### src/pkg/rps_defines.svh
// offsets, field positions, reset values and timing counts
`ifndef RPS_DEFINES_SVH
`define RPS_DEFINES_SVH

`define RPS_ADDR_CTRL       5'h00
`define RPS_ADDR_CMD        5'h04
`define RPS_ADDR_LIMIT      5'h08
`define RPS_ADDR_DELTA      5'h0C
`define RPS_ADDR_ACTION     5'h10
`define RPS_ADDR_STATUS     5'h14
`define RPS_ADDR_MARK       5'h18
`define RPS_ADDR_MTIME      5'h1C

`define RPS_CTRL_MANUAL     0
`define RPS_CTRL_TRACK      1
`define RPS_CTRL_UPDATE     2
`define RPS_ACT_START       0
`define RPS_ACT_PROCEED     1
`define RPS_ACT_REDESIG     2
`define RPS_ACT_ABORT       3

`define RPS_CTRL_RESET      32'h0000_0000
`define RPS_CMD_RESET       32'h0000_0000
`define RPS_LIMIT_RESET     32'hFFFF_FFFF
`define RPS_DELTA_RESET     32'h0000_0000

// angles in hundredths of a degree
`define RPS_ALIGN_TOL       16'h0032
`define RPS_SIDELOBE_TOL    16'h012C
`define RPS_ZAXIS_LIMIT     16'h0BB8
`define RPS_DEADBAND        16'h001E
`define RPS_SEARCH_SIDE     16'h0230
`define RPS_SEARCH_HALF     16'h0118

`define RPS_ALARM_SEARCH    16'h0503

// times in milliseconds, counted in half-second ticks
`define RPS_TICK_MS         500
`define RPS_DESIG_MS        30000
`define RPS_REQUEST_MS      60000
`define RPS_PASS_MS         42000
`define RPS_DESIG_TICKS     ((`RPS_DESIG_MS) / (`RPS_TICK_MS))
`define RPS_REQUEST_TICKS   ((`RPS_REQUEST_MS) / (`RPS_TICK_MS))
`define RPS_LEG_TICKS       ((`RPS_PASS_MS) / (`RPS_TICK_MS) / 4)

`endif

### src/pkg/rps_pkg.sv
// types shared by the pointing and acquisition sequencer
package rps_pkg;

    typedef enum logic [9:0] {
        RPS_IDLE     = 10'h001,
        RPS_ALIGN    = 10'h002,
        RPS_DESIG    = 10'h004,
        RPS_SALARM   = 10'h008,
        RPS_SEARCH   = 10'h010,
        RPS_TRACK    = 10'h020,
        RPS_READ     = 10'h040,
        RPS_SIDELOBE = 10'h080,
        RPS_DEVIATE  = 10'h100,
        RPS_MANUAL   = 10'h200
    } rps_state_e;

    typedef struct packed {
        logic signed [15:0] trunnion;
        logic signed [15:0] shaft;
    } rps_angles_s;

    typedef struct packed {
        logic lockOn;
        logic autoMode;
        logic lowScale;
        logic gimbalOverLimit;
    } rps_discretes_s;

endpackage : rps_pkg

### src/logic/rps_pointing_seq.sv
// radar pointing and acquisition sequencer with avalon register slave
// What this block does
// - new angle command set every half second
// - load command minus readback into error counters
// - assert track enable within 0.5 degrees
// - lock-on ends designation, else keep commanding
// - no lock after 30 s raises search alarm
// - proceed on search alarm starts search
// - request navigation update once per minute
// - track flag clear: no data request, no actions
// - check enable, else realign, redesignate; auto mode clear: no readout
// - gimbal over limit withdraws track enable
// - sample lock-on throughout data readout
// - scale change discards set, requests new set
// - stamp data set with angle capture instant
// - over 3 degrees: sidelobe alarm, await choice
// - update only with update flag set
// - over thresholds: withhold update, show deltas
// - square search pattern 5.6 degrees about sight line
// - one search pass takes about 42 seconds
// - track enable held during search commands
// - offset over 30 degrees: realign before pattern
// - manual: hold 0.3 deadband, then enable track
//
// The register offsets and register access over Avalon-MM are this design's own decisions.
`include "rps_defines.svh"

module rps_pointing_seq (
    input  wire logic                    clk,
    input  wire logic                    reset,
    input  wire logic [4:0]              avsAddress,
    input  wire logic                    avsRead,
    input  wire logic                    avsWrite,
    input  wire logic [3:0]              avsByteEnable,
    input  wire logic [31:0]             avsWriteData,
    output logic [31:0]                  avsReadData,
    output logic                         avsWaitRequest,
    input  wire logic                    tick,
    input  wire rps_pkg::rps_discretes_s radarIn,
    input  wire rps_pkg::rps_angles_s    antAngle,
    input  wire logic [15:0]             zOffset,
    input  wire logic                    dataReady,
    output logic                         trackEnable,
    output logic                         errLoad,
    output rps_pkg::rps_angles_s         errPulses,
    output logic                         navRequest,
    output logic                         dataRequest,
    output logic                         alignRequest,
    output logic                         searchAlarm,
    output logic                         sidelobeAlarm,
    output logic                         deviationAlarm,
    output logic [15:0]                  alarmCode,
    output logic                         stateUpdate,
    output logic                         lowScaleUsed
);

    rps_pkg::rps_state_e  state_reg;
    rps_pkg::rps_state_e  retState_reg;
    rps_pkg::rps_angles_s markAngle_reg;
    rps_pkg::rps_angles_s errPulses_reg;
    logic [31:0]          ctrl_reg;
    logic [31:0]          cmd_reg;
    logic [31:0]          limit_reg;
    logic [31:0]          delta_reg;
    logic [31:0]          markTime_reg;
    logic [31:0]          tickCount_reg;
    logic [31:0]          readData_reg;
    logic [15:0]          alarmCode_reg;
    logic [6:0]           timer_reg;
    logic [1:0]           leg_reg;
    logic                 ack_reg;
    logic                 trackEnable_reg;
    logic                 lastScale_reg;
    logic                 lockLost_reg;
    logic                 errLoad_reg;
    logic                 navRequest_reg;
    logic                 dataRequest_reg;
    logic                 stateUpdate_reg;
    logic                 busWrite;
    logic                 actStart;
    logic                 actProceed;
    logic                 actRedesig;
    logic                 actAbort;
    logic                 updateBlocked;
    rps_pkg::rps_angles_s line_of_sight;
    rps_pkg::rps_angles_s searchCmd;
    rps_pkg::rps_angles_s liveCmd;
    logic [31:0]          statusWord;

    function automatic logic [15:0] absDiff(
        input logic signed [15:0] a,
        input logic signed [15:0] b
    );
        logic signed [16:0] d;
        d = 17'({a[15], a}) - 17'({b[15], b});
        absDiff = d[16] ? 16'(-d) : d[15:0];
    endfunction : absDiff

    function automatic logic beyond(
        input rps_pkg::rps_angles_s a,
        input rps_pkg::rps_angles_s b,
        input logic [15:0]          lim
    );
        beyond = (absDiff(a.shaft, b.shaft) > lim)
              || (absDiff(a.trunnion, b.trunnion) > lim);
    endfunction : beyond

    function automatic logic signed [15:0] legPos(input logic [6:0] cnt);
        logic [31:0] p;
        p = (32'(`RPS_SEARCH_SIDE) * 32'(cnt)) / 32'(`RPS_LEG_TICKS - 1);
        legPos = 16'(p) - `RPS_SEARCH_HALF;
    endfunction : legPos

    function automatic logic [31:0] mergeBytes(
        input logic [31:0] old,
        input logic [31:0] data,
        input logic [3:0]  be
    );
        for (int i = 0; i < 4; i++) begin
            old[i*8 +: 8] = be[i] ? data[i*8 +: 8] : old[i*8 +: 8];
        end
        mergeBytes = old;
    endfunction : mergeBytes

    // bus: one wait cycle, answer at the second edge
    assign avsWaitRequest = (avsRead || avsWrite) && !ack_reg;
    assign busWrite       = avsWrite && ack_reg;
    assign actStart   = busWrite && avsAddress == `RPS_ADDR_ACTION
                     && avsByteEnable[0] && avsWriteData[`RPS_ACT_START];
    assign actProceed = busWrite && avsAddress == `RPS_ADDR_ACTION
                     && avsByteEnable[0] && avsWriteData[`RPS_ACT_PROCEED];
    assign actRedesig = busWrite && avsAddress == `RPS_ADDR_ACTION
                     && avsByteEnable[0] && avsWriteData[`RPS_ACT_REDESIG];
    assign actAbort   = busWrite && avsAddress == `RPS_ADDR_ACTION
                     && avsByteEnable[0] && avsWriteData[`RPS_ACT_ABORT];

    assign line_of_sight = rps_pkg::rps_angles_s'(cmd_reg);
    assign statusWord = {16'h0000, lockLost_reg, lastScale_reg,
                         trackEnable_reg, 3'h0, 10'(state_reg)};

    // search corners walked leg by leg about the sight line
    always_comb begin
        searchCmd = line_of_sight;
        unique case (leg_reg)
            2'h0: begin
                searchCmd.shaft    = line_of_sight.shaft + legPos(timer_reg);
                searchCmd.trunnion = line_of_sight.trunnion - `RPS_SEARCH_HALF;
            end
            2'h1: begin
                searchCmd.shaft    = line_of_sight.shaft + `RPS_SEARCH_HALF;
                searchCmd.trunnion = line_of_sight.trunnion + legPos(timer_reg);
            end
            2'h2: begin
                searchCmd.shaft    = line_of_sight.shaft - legPos(timer_reg);
                searchCmd.trunnion = line_of_sight.trunnion + `RPS_SEARCH_HALF;
            end
            2'h3: begin
                searchCmd.shaft    = line_of_sight.shaft - `RPS_SEARCH_HALF;
                searchCmd.trunnion = line_of_sight.trunnion - legPos(timer_reg);
            end
        endcase
        liveCmd = (state_reg == rps_pkg::RPS_SEARCH) ? searchCmd : line_of_sight;
    end

    // deltas checked against alarm thresholds
    assign updateBlocked = (delta_reg[15:0] > limit_reg[15:0])
                        || (delta_reg[31:16] > limit_reg[31:16]);

    // bus handshake and read data
    always_ff @(posedge clk or posedge reset) begin
        if (reset) begin
            ack_reg      <= 1'b0;
            readData_reg <= 32'h0000_0000;
        end else begin
            ack_reg <= (avsRead || avsWrite) && !ack_reg;
            if (avsRead && !ack_reg) begin
                unique case (avsAddress)
                    `RPS_ADDR_CTRL:   readData_reg <= ctrl_reg;
                    `RPS_ADDR_CMD:    readData_reg <= cmd_reg;
                    `RPS_ADDR_LIMIT:  readData_reg <= limit_reg;
                    `RPS_ADDR_DELTA:  readData_reg <= delta_reg;
                    `RPS_ADDR_STATUS: readData_reg <= statusWord;
                    `RPS_ADDR_MARK:   readData_reg <= markAngle_reg;
                    `RPS_ADDR_MTIME:  readData_reg <= markTime_reg;
                    default:          readData_reg <= 32'h0000_0000;
                endcase
            end
        end
    end

    // software written configuration
    always_ff @(posedge clk or posedge reset) begin
        if (reset) begin
            ctrl_reg  <= `RPS_CTRL_RESET;
            cmd_reg   <= `RPS_CMD_RESET;
            limit_reg <= `RPS_LIMIT_RESET;
            delta_reg <= `RPS_DELTA_RESET;
        end else if (busWrite) begin
            unique case (avsAddress)
                `RPS_ADDR_CTRL:
                    ctrl_reg  <= mergeBytes(ctrl_reg, avsWriteData,
                                            avsByteEnable);
                `RPS_ADDR_CMD:
                    cmd_reg   <= mergeBytes(cmd_reg, avsWriteData,
                                            avsByteEnable);
                `RPS_ADDR_LIMIT:
                    limit_reg <= mergeBytes(limit_reg, avsWriteData,
                                            avsByteEnable);
                `RPS_ADDR_DELTA:
                    delta_reg <= mergeBytes(delta_reg, avsWriteData,
                                            avsByteEnable);
                default: ;
            endcase
        end
    end

    // free running tick count for time stamps
    always_ff @(posedge clk or posedge reset) begin
        if (reset) begin
            tickCount_reg <= 32'h0000_0000;
        end else if (tick) begin
            tickCount_reg <= tickCount_reg + 32'h0000_0001;
        end
    end

    // track enable discrete
    always_ff @(posedge clk or posedge reset) begin
        if (reset) begin
            trackEnable_reg <= 1'b0;
        end else if (radarIn.gimbalOverLimit) begin
            trackEnable_reg <= 1'b0;
        end else if (actAbort || state_reg == rps_pkg::RPS_IDLE) begin
            trackEnable_reg <= 1'b0;
        end else if (state_reg == rps_pkg::RPS_DESIG
                     && !beyond(line_of_sight, antAngle, `RPS_ALIGN_TOL)) begin
            trackEnable_reg <= 1'b1;
        end else if (state_reg == rps_pkg::RPS_SEARCH) begin
            trackEnable_reg <= 1'b1;
        end else if (state_reg == rps_pkg::RPS_MANUAL
                     && zOffset <= `RPS_DEADBAND) begin
            trackEnable_reg <= 1'b1;
        end
    end

    // sequencer
    always_ff @(posedge clk or posedge reset) begin
        if (reset) begin
            state_reg       <= rps_pkg::RPS_IDLE;
            retState_reg    <= rps_pkg::RPS_IDLE;
            timer_reg       <= 7'h00;
            leg_reg         <= 2'h0;
            lastScale_reg   <= 1'b0;
            lockLost_reg    <= 1'b0;
            markAngle_reg   <= 32'h0000_0000;
            markTime_reg    <= 32'h0000_0000;
            errPulses_reg   <= 32'h0000_0000;
            alarmCode_reg   <= 16'h0000;
            errLoad_reg     <= 1'b0;
            navRequest_reg  <= 1'b0;
            dataRequest_reg <= 1'b0;
            stateUpdate_reg <= 1'b0;
        end else begin
            errLoad_reg     <= 1'b0;
            navRequest_reg  <= 1'b0;
            dataRequest_reg <= 1'b0;
            stateUpdate_reg <= 1'b0;
            if (tick && (state_reg == rps_pkg::RPS_DESIG
                         || state_reg == rps_pkg::RPS_SEARCH)) begin
                errPulses_reg.shaft    <= liveCmd.shaft
                                        - antAngle.shaft;
                errPulses_reg.trunnion <= liveCmd.trunnion
                                        - antAngle.trunnion;
                errLoad_reg            <= 1'b1;
            end
            if (actAbort) begin
                state_reg     <= rps_pkg::RPS_IDLE;
                alarmCode_reg <= 16'h0000;
            end else begin
                unique case (state_reg)
                    rps_pkg::RPS_IDLE: if (actStart) begin
                        state_reg    <= rps_pkg::RPS_ALIGN;
                        retState_reg <= ctrl_reg[`RPS_CTRL_MANUAL]
                                      ? rps_pkg::RPS_MANUAL
                                      : rps_pkg::RPS_DESIG;
                        timer_reg    <= 7'h00;
                    end
                    rps_pkg::RPS_ALIGN: if (zOffset <= `RPS_DEADBAND) begin
                        state_reg <= retState_reg;
                        timer_reg <= 7'h00;
                        leg_reg   <= 2'h0;
                    end
                    rps_pkg::RPS_DESIG: begin
                        if (radarIn.lockOn) begin
                            state_reg <= rps_pkg::RPS_TRACK;
                            timer_reg <= 7'h00;
                        end else if (tick && timer_reg
                                == 7'(`RPS_DESIG_TICKS - 1)) begin
                            state_reg     <= rps_pkg::RPS_SALARM;
                            alarmCode_reg <= `RPS_ALARM_SEARCH;
                        end else if (tick) begin
                            timer_reg <= timer_reg + 7'h01;
                        end
                    end
                    rps_pkg::RPS_SALARM: if (actProceed) begin
                        alarmCode_reg <= 16'h0000;
                        timer_reg     <= 7'h00;
                        leg_reg       <= 2'h0;
                        retState_reg  <= rps_pkg::RPS_SEARCH;
                        state_reg     <= (zOffset > `RPS_ZAXIS_LIMIT)
                                       ? rps_pkg::RPS_ALIGN
                                       : rps_pkg::RPS_SEARCH;
                    end
                    rps_pkg::RPS_SEARCH: begin
                        if (actProceed) begin
                            state_reg <= rps_pkg::RPS_TRACK;
                            timer_reg <= 7'h00;
                        end else if (tick && timer_reg
                                == 7'(`RPS_LEG_TICKS - 1)) begin
                            timer_reg <= 7'h00;
                            leg_reg   <= leg_reg + 2'h1;
                            if (leg_reg == 2'h3
                                && zOffset > `RPS_ZAXIS_LIMIT) begin
                                retState_reg <= rps_pkg::RPS_SEARCH;
                                state_reg    <= rps_pkg::RPS_ALIGN;
                            end
                        end else if (tick) begin
                            timer_reg <= timer_reg + 7'h01;
                        end
                    end
                    rps_pkg::RPS_TRACK: if (tick) begin
                        if (timer_reg == 7'(`RPS_REQUEST_TICKS - 1)) begin
                            timer_reg      <= 7'h00;
                            navRequest_reg <= 1'b1;
                            if (!ctrl_reg[`RPS_CTRL_TRACK]) begin
                                state_reg <= rps_pkg::RPS_TRACK;
                            end else if (!trackEnable_reg) begin
                                retState_reg <= rps_pkg::RPS_DESIG;
                                state_reg    <= rps_pkg::RPS_ALIGN;
                            end else if (radarIn.autoMode) begin
                                dataRequest_reg <= 1'b1;
                                lockLost_reg    <= 1'b0;
                                state_reg       <= rps_pkg::RPS_READ;
                            end
                        end else begin
                            timer_reg <= timer_reg + 7'h01;
                        end
                    end
                    rps_pkg::RPS_READ: begin
                        if (!radarIn.lockOn) begin
                            lockLost_reg <= 1'b1;
                        end
                        if (dataReady) begin
                            if (lockLost_reg || !radarIn.lockOn) begin
                                state_reg <= rps_pkg::RPS_TRACK;
                            end else if (radarIn.lowScale
                                         != lastScale_reg) begin
                                lastScale_reg   <= radarIn.lowScale;
                                dataRequest_reg <= 1'b1;
                            end else begin
                                markAngle_reg <= antAngle;
                                markTime_reg  <= tickCount_reg;
                                if (beyond(line_of_sight, antAngle,
                                           `RPS_SIDELOBE_TOL)) begin
                                    state_reg <= rps_pkg::RPS_SIDELOBE;
                                end else if (ctrl_reg[`RPS_CTRL_UPDATE]
                                             && updateBlocked) begin
                                    state_reg <= rps_pkg::RPS_DEVIATE;
                                end else begin
                                    stateUpdate_reg <=
                                        ctrl_reg[`RPS_CTRL_UPDATE];
                                    state_reg <= rps_pkg::RPS_TRACK;
                                end
                            end
                        end
                    end
                    rps_pkg::RPS_SIDELOBE: begin
                        if (actRedesig) begin
                            state_reg <= rps_pkg::RPS_DESIG;
                            timer_reg <= 7'h00;
                        end else if (actProceed) begin
                            if (ctrl_reg[`RPS_CTRL_UPDATE]
                                && updateBlocked) begin
                                state_reg <= rps_pkg::RPS_DEVIATE;
                            end else begin
                                stateUpdate_reg <=
                                    ctrl_reg[`RPS_CTRL_UPDATE];
                                state_reg <= rps_pkg::RPS_TRACK;
                            end
                        end
                    end
                    rps_pkg::RPS_DEVIATE: begin
                        if (actProceed) begin
                            stateUpdate_reg <= 1'b1;
                            state_reg       <= rps_pkg::RPS_TRACK;
                        end else if (actRedesig) begin
                            state_reg <= rps_pkg::RPS_TRACK;
                        end
                    end
                    rps_pkg::RPS_MANUAL:
                        if (radarIn.lockOn && radarIn.autoMode) begin
                            state_reg <= rps_pkg::RPS_TRACK;
                            timer_reg <= 7'h00;
                        end
                    default: state_reg <= rps_pkg::RPS_IDLE;
                endcase
            end
        end
    end

    assign avsReadData    = readData_reg;
    assign trackEnable    = trackEnable_reg;
    assign errLoad        = errLoad_reg;
    assign errPulses      = errPulses_reg;
    assign navRequest     = navRequest_reg;
    assign dataRequest    = dataRequest_reg;
    assign alignRequest   = state_reg == rps_pkg::RPS_ALIGN;
    assign searchAlarm    = state_reg == rps_pkg::RPS_SALARM;
    assign sidelobeAlarm  = state_reg == rps_pkg::RPS_SIDELOBE;
    assign deviationAlarm = state_reg == rps_pkg::RPS_DEVIATE;
    assign alarmCode      = alarmCode_reg;
    assign stateUpdate    = stateUpdate_reg;
    assign lowScaleUsed   = lastScale_reg;

endmodule : rps_pointing_seq

### config.mk
export PLATFORM = sky130hd
export DESIGN_NAME = rps_pointing_seq
export DESIGN_NICKNAME = d
export VERILOG_FILES = /design/src/pkg/rps_pkg.sv /design/src/logic/rps_pointing_seq.sv
export VERILOG_INCLUDE_DIRS = /design/src /design/src/pkg
export SDC_FILE = /design/constraint.sdc
export NUM_CORES = 1
export LEC_CHECK = 0
export BUFFER_PORTS_ARGS = -buffer_cell sky130_fd_sc_hd__buf_2
export CAP_MARGIN = 20
export CORE_AREA = 2 2 244 246
export DETAILED_ROUTE_END_ITERATION = 12
export DIE_AREA = 0 0 246 248
export GPL_TIMING_DRIVEN = 1
export PLACE_DENSITY_LB_ADDON = 0.05
export SYNTH_ARGS = -nofsm -noshare
export SYNTH_HDL_FRONTEND = slang
export SYNTH_SLANG_ARGS = --single-unit
### constraint.sdc
create_clock -name clk -period 21.3 [get_ports clk]
set_input_delay 2.13 -clock clk [delete_from_list [all_inputs] [get_ports clk]]
set_output_delay 2.13 -clock clk [all_outputs]
set_load 0.1 [all_outputs]
### Word level (Yosys, flattened, before mapping)

Cells that the tools add are included.

* reductions and logical operators: 59
* add/sub/neg operators: 18
* multipliers: 1
* divide/modulo/power cells: 1
* bitwise gates (word level): 3
* muxes and demuxes: 102
* shift operators: 0
* eq/ne operators: 56
* $lt $le $gt $ge: 8

Operators by type and width (number)
* 10-bit two-way mux: 32
* 32-bit one-hot mux with 7 select lines: 1
* 32-bit one-hot mux with 4 select lines: 1
* 10-bit one-hot mux with 10 select lines: 1
* 16-bit two-way mux: 6
* 7-bit two-way mux: 12
* 16-bit subtractor: 4
* 7-bit one-hot mux with 8 select lines: 1
* 3-bit AND reduction: 16
* 16-bit by 9-bit subtractor with 16-bit output (second input constant): 3
* 10-bit one-hot mux with 4 select lines: 1
* 1-bit two-way mux: 34
* 16-bit by 16-bit subtractor with 17-bit output: 2
* 16-bit adder: 2
* 16-bit by 9-bit adder with 16-bit output (second input constant): 2
* 32-bit by 1-bit adder with 32-bit output (second input constant): 1
* 17-bit by 5-bit divider with 32-bit output (second input constant): 1
* 16-bit greater-than comparator: 2
* 16-bit by 6-bit greater-than comparator with 1-bit output (second input constant): 2
* 16-bit by 9-bit greater-than comparator with 1-bit output (second input constant): 2
* 32-bit two-way mux: 1
* 16-bit negator: 2
* 16-bit one-hot mux with 2 select lines: 1
* 5-bit == test (second input constant): 4
* other kinds (56): 114

* ROM bits: 0
* output and inout port bits: 91
* memory bits (writable): 0
* latch bits: 0
* bits in registers: 341
* memories: 0

### Depth between registers and ports, before layout

* depth in word-level cells: 11
* depth in mapped cells: 73
* depth with buffers taken out: 69

### Worst setup path before layout

No wires, ideal clock.

* kind: register to register
* start: reg timer_reg[5]
* end: reg errPulses_reg (netlist bit errPulses[15])
* setup slack: 9.845 ns
* arrival time: 11.384 ns
* required time: 21.228 ns
* library setup time: 0.072 ns
* clock period less this slack: 11.455 ns
* stages on the path, launching flop included: 67
* path buffers: 3
* cells stage by stage: dfrtp_1 buf_2 inv_1 ha_1 inv_1 ha_1 fa_1 ha_1 o211ai_4 o21ai_4 mux2i_1 nor4_1 a2111oi_2 a2bb2oi_2 buf_4 a31oi_1 a221o_1 o311ai_1 [31 not listed] a21boi_0 o21ai_0 a21boi_0 o21ai_0 a21boi_0 o21ai_0 a21boi_0 o21ai_0 nand2b_1 a21oi_1 o21bai_1 a21o_1 a21oi_1 xnor2_1 nand4_1 o31ai_1 a21oi_1 nand3b_1

* word-level cells in the longest chain between the ends: 7

RTL lines
* from (decl): line rps_pointing_seq.sv:69 `logic [6:0] timer_reg;`
* from (signal assigned): line rps_pointing_seq.sv:301 `timer_reg <= timer_reg + 7'h01;`
* from (signal assigned): line rps_pointing_seq.sv:327 `timer_reg <= timer_reg + 7'h01;`
* from (signal assigned): line rps_pointing_seq.sv:345 `timer_reg <= timer_reg + 7'h01;`
* 6-bit by 7-bit multiplier with 13-bit output *: line rps_pointing_seq.sv:110 `` p = (32'(`RPS_SEARCH_SIDE) * 32'(cnt)) / 32'(`RPS_LEG_TICKS - 1); ``
* 17-bit by 5-bit divider with 32-bit output *: line rps_pointing_seq.sv:110
* 16-bit by 9-bit subtractor with 16-bit output (no line) *
* 16-bit subtractor or 16-bit adder (tied branches): line rps_pointing_seq.sv:154, rps_pointing_seq.sv:146
* 32-bit one-hot mux with 4 select lines *: line rps_pointing_seq.sv:144 `unique case (leg_reg)`
* 32-bit two-way mux *: line rps_pointing_seq.sv:162 `liveCmd = (state_reg == rps_pkg::RPS_SEARCH) ? searchCmd : line_of_sight;`
* 16-bit subtractor *: line rps_pointing_seq.sv:270 `- antAngle.shaft;`
* to (decl): line rps_pointing_seq.sv:60 `rps_pkg::rps_angles_s errPulses_reg;`

Mark *: on every way between the ends. The rest lies on a longest branch, timed or not.
A chain may end at the register's enable or synchronous reset.

### Worst setup path in the final report

Same ends and word-level chain as after synthesis.

==> results.md <==
Outcome:
- The flow ran to the end, and the final reports show no timing, DRC or antenna violations.

STA:
- The final worst clock skew is 0.0451 ns.
- The transition time of the tightest slew-check pin is 1.05 ns.
- Static timing analysis puts the maximum clock frequency at 71.9 MHz.
- Setup repair after global routing left no endpoint under its margin.
- Setup violations remaining at the end of the flow were counted as 0.
- The final setup TNS is 0 ns.
- The total count of max-transition violations in the final report is 0.
- After layout, the minimum clock period comes to 13.91 ns.
- Measured against its own limit, the worst slew margin works out to 0.286.
- The final critical-path share of the clock period is 0.653.
- The final-report hold violation count is 0.

Critical path:
- The type of the worst setup path is reg -> reg.
- For the worst setup path, the data arrival time is 14.41 ns.
- The endpoint of the most critical register-to-register path is errPulses[15].
- The cell depth of the worst flop-to-flop path is 63.
- The worst setup path is launched from a flip-flop.
- The largest single stage delay on the critical path is 0.63 ns.
- The master of the slowest instance on the critical path is nor2_1.
- In this run the worst path has a maximum fanout of 13.
- Setup slack on the worst reg-to-reg path comes out at 7.39 ns.
- The endpoint class of the critical path is a flip-flop.
- The kind of cell with the highest combined delay along the critical path is compound AO/OA/AOI/OAI gates.
- At the worst endpoint, the required time is 21.80 ns.
- The buffering stage count on the worst path with inverters included is 4.
- The critical register-to-register path startpoint is timer_reg[5].

Global routing:
- The initial antenna violation count is 0.
- For this run, the total global-route usage over all layers was measured as 0.274.
- The number of global-route vias before repair is 20703.
- The first global-routing pass estimated 128 mm of wire.
- The maximum number of pins on one net before global-route repair is 155.
- The residual overflow from global routing is 0.

Yosys:
- Of the synthesized area, sequential elements account for 0.323.
- The synthesized netlist contains 111 unique library cells.
- In the synthesized netlist the dominant register cell turns out to be dfrtp_1.
- The share of the synthesized netlist area taken by xor and xnor gates is 0.0539.
- The cell area after technology mapping is 24900 sq um.
- Synthesis produced 2877 cells.
- Of the total synthesized cell area, the portion taken by full adders, half adders and majority gates is 0.102.
- In this run, synthesis produced a sequential element count of 320.
- The share of async-settable or async-resettable flops after synthesis is 1.00.
- The compound-gate portion of the synthesized area was 0.212.
- After synthesis, the largest family of logic cells by area is compound AO/OA/AOI/OAI gates.
- Of the total synthesized cell area, the portion taken by AND, OR, NAND and NOR gates is 0.165.
- Averaged over all synthesized cells, the footprint is 8.67 sq um.
- The mux contribution to synthesized area is 0.0898.
- In this run, synthesis inferred 0 flip-flops with an integrated enable.
- The yosys synthesis warning count is 0.

Cells and area:
- In the final layout, the share of cells above drive strength 1 is 0.179.
- The net count reported at finish is 3313.
- The library cells used most frequently in the layout, excluding fill and tap cells, are nand2_1, dfrtp_1, o21ai_0.
- The antenna diode instance count is 0.
- The area growth from synthesis to layout is 12.7%.
- The share of the core filled with cells in the final layout is 0.481.
- The final design instance area without fill is 28100 sq um.
- The library cell used most frequently in the layout, excluding fill and tap cells, is nand2_1.

Floorplanning:
- The placement row count is 89.
- The overall die area is 61000 sq um.
- The initial utilization of the core area, before any placement, comes to 0.427.
- The chip height is 248 microns.
- The floorplan step set the die width to 246 microns.
- The number of top-level pins is 190.
- The total core area is 58500 sq um.

Power:
- The leakage power total is 0.0134 uW.
- The share of total power dissipated in sequential elements is 0.318.
- The internal power is 1390 uW.
- The share of total power dissipated in the clock network is 0.343.
- The combinational share of power is 0.339.
- For this design the total switching power over the nets is 890 uW.
- The worst-case IR drop observed on VDD is 0.0000736 V.
- Of the total power, the share spent switching nets is 0.390.
- The total power density per cell area is 81.1 nW/um^2.

CTS:
- Clock-pin slew was measured on the worst setup and hold paths at 0.07 ns.
- Buffers inserted to repair hold after CTS numbered 0.
- Counting every sink on the clock net gives 320.
- Buffers added to address setup during post-CTS repair amount to 0.
- The number of buffers on the longest clock path is 3.
- The H-tree generated during clock tree synthesis spans 2 levels.
- The cell at the root of the clock tree is clkbuf_16.
- For the worst-skew pair, the clock arrives at the later sink with an insertion delay of 0.59 ns.
- TritonCTS created 41 clock buffers.
- TritonCTS built the clock tree.
- The number of resized instances in the post-cts repair step is 0.

Route:
- In the routed design, unresolved DRC markers number 0.
- The number of DRC markers in iteration 0 is 1702.
- The first detailed-routing pass took 7 iterations.
- The overall via count from detail_route is 22104.
- Dividing the detail-routed via count by the number of cells gives 5.78.
- Once detail routing completed, the nets flagged for antenna violations numbered 0.
- The detail-routed net length per standard cell is 22.2 microns.
- The total length of routed wires is 84.9 mm.

Placement:
- After legalization and detailed placement, the total HPWL measured 65.9 mm.
- At the end of routability-driven placement, the weighted congestion stood at 0.891.
- The total placed instance area is 26600 sq um.
- During placement, the flow inserted port buffers numbering 177.

Worst hold path:
- Counting instances, the worst hold path has a depth of 2.
- The startpoint identified for the worst hold timing path is errPulses[11].
- For hold timing, the worst endpoint is errPulses[11].
- The tightest min-delay check is of the reg -> reg type.

Flow run:
- The max-capacitance violation count is 0.
-- worst register-to-register path, delay by kind of cell (launching register included) --
kind	cells	cell delay (ns)
AO/OA/AOI/OAI	30	6.45
XOR/XNOR	1	0.30
adder cells (fa/ha/maj)	9	2.76
buffers and inverters	4	0.36
flip-flops	1	0.62
AND/OR/NAND/NOR	19	3.33
-- final cells by class --
type	instances	area, sq um
inverter	203	772
tap	773	967
clock buffer	54	1150
timing repair buffer	212	1160
sequential	320	8050
fill	5641	30300
multi-input combinational	2240	15600
clock inverter	21	358
-- cells by family (layout without fill, tap and decap cells) --
group	count (synthesis)	count (layout)
AO/OA/AOI/OAI	813	813
adder cells (fa/ha/maj)	198	198
multiplexers	203	203
flip-flops	320	320
AND/OR/NAND/NOR	864	864
XOR/XNOR	150	150
other	1	12
buffers and inverters	328	490
-- cell usage after synthesis (all sizes together) (8+ instances only) --
cell type | instances | area (sq um)
nand2 | 296 | 1120
a21oi | 165 | 845
ha | 185 | 2310
a221oi | 25 | 243
and2 | 20 | 126
o31ai | 16 | 120
a211oi | 31 | 248
clkbuf | 88 | 330
nor3 | 61 | 315
dfrtp | 286 | 7160
o211ai | 15 | 145
nand3 | 68 | 340
or2 | 11 | 68.8
o21ai | 280 | 1420
and3 | 23 | 144
a22o | 20 | 175
mux2 | 166 | 1870
mux2i | 37 | 370
o21bai | 22 | 165
nor2 | 208 | 800
a21boi | 28 | 210
dfstp | 34 | 893
nand4 | 29 | 181
o22ai | 25 | 156
nor4 | 22 | 150
nor3b | 15 | 113
buf | 37 | 229
fa | 11 | 220
nand2b | 38 | 238
a21o | 25 | 188
a31oi | 28 | 175
xor2 | 35 | 329
a22oi | 32 | 245
o2111ai | 8 | 70.1
inv | 202 | 761
o21a | 16 | 120
nor2b | 24 | 150
or3 | 16 | 100
xnor2 | 115 | 1010
-- per-stage QoR --
step	total power [uW]	hold WS (ns)	setup WS (ns)	cells
finish	2280	0.470	7.39	3823
global route	2400	0.487	5.93	3823
CTS	2290	0.469	7.49	3821
detailed placement	1500	0.459	7.58	3746
global placement	1490	0.459	7.79	3745
floorplan	1300	0.436	9.84	2888
-- worst max path at each step --
stage	startpoint	endpoint	slack (ns)	cells past startpoint
finish	timer_reg[5]	errPulses[15]	7.39	63
CTS	timer_reg[5]	errPulses[15]	7.49	62
global route	timer_reg[5]	errPulses[31]	5.93	62
floorplan	timer_reg[5]	errPulses[15]	9.84	66
detailed placement	timer_reg[5]	errPulses[15]	7.58	63
global placement	timer_reg[5]	errPulses[31]	7.79	58
-- layer usage --
metal	vias to the layer above	part of all wire	GRT usage
li1	10645	-	-
met1	10790	0.50	0.415
met2	588	0.43	0.417
met3	81	0.049	0.0267
met4	0	0.022	0.0652
met5	-	0	0
-- power groups by stage --
stage | logic, uW | registers [uW] | clock network [uW]
after floorplan | 471 | 827 | 0
after global placement | 758 | 732 | 0
after detailed placement | 767 | 734 | 0
after CTS | 770 | 723 | 795
after global routing | 852 | 731 | 821
final | 774 | 725 | 782
Power figures use the tool's default switching activity.
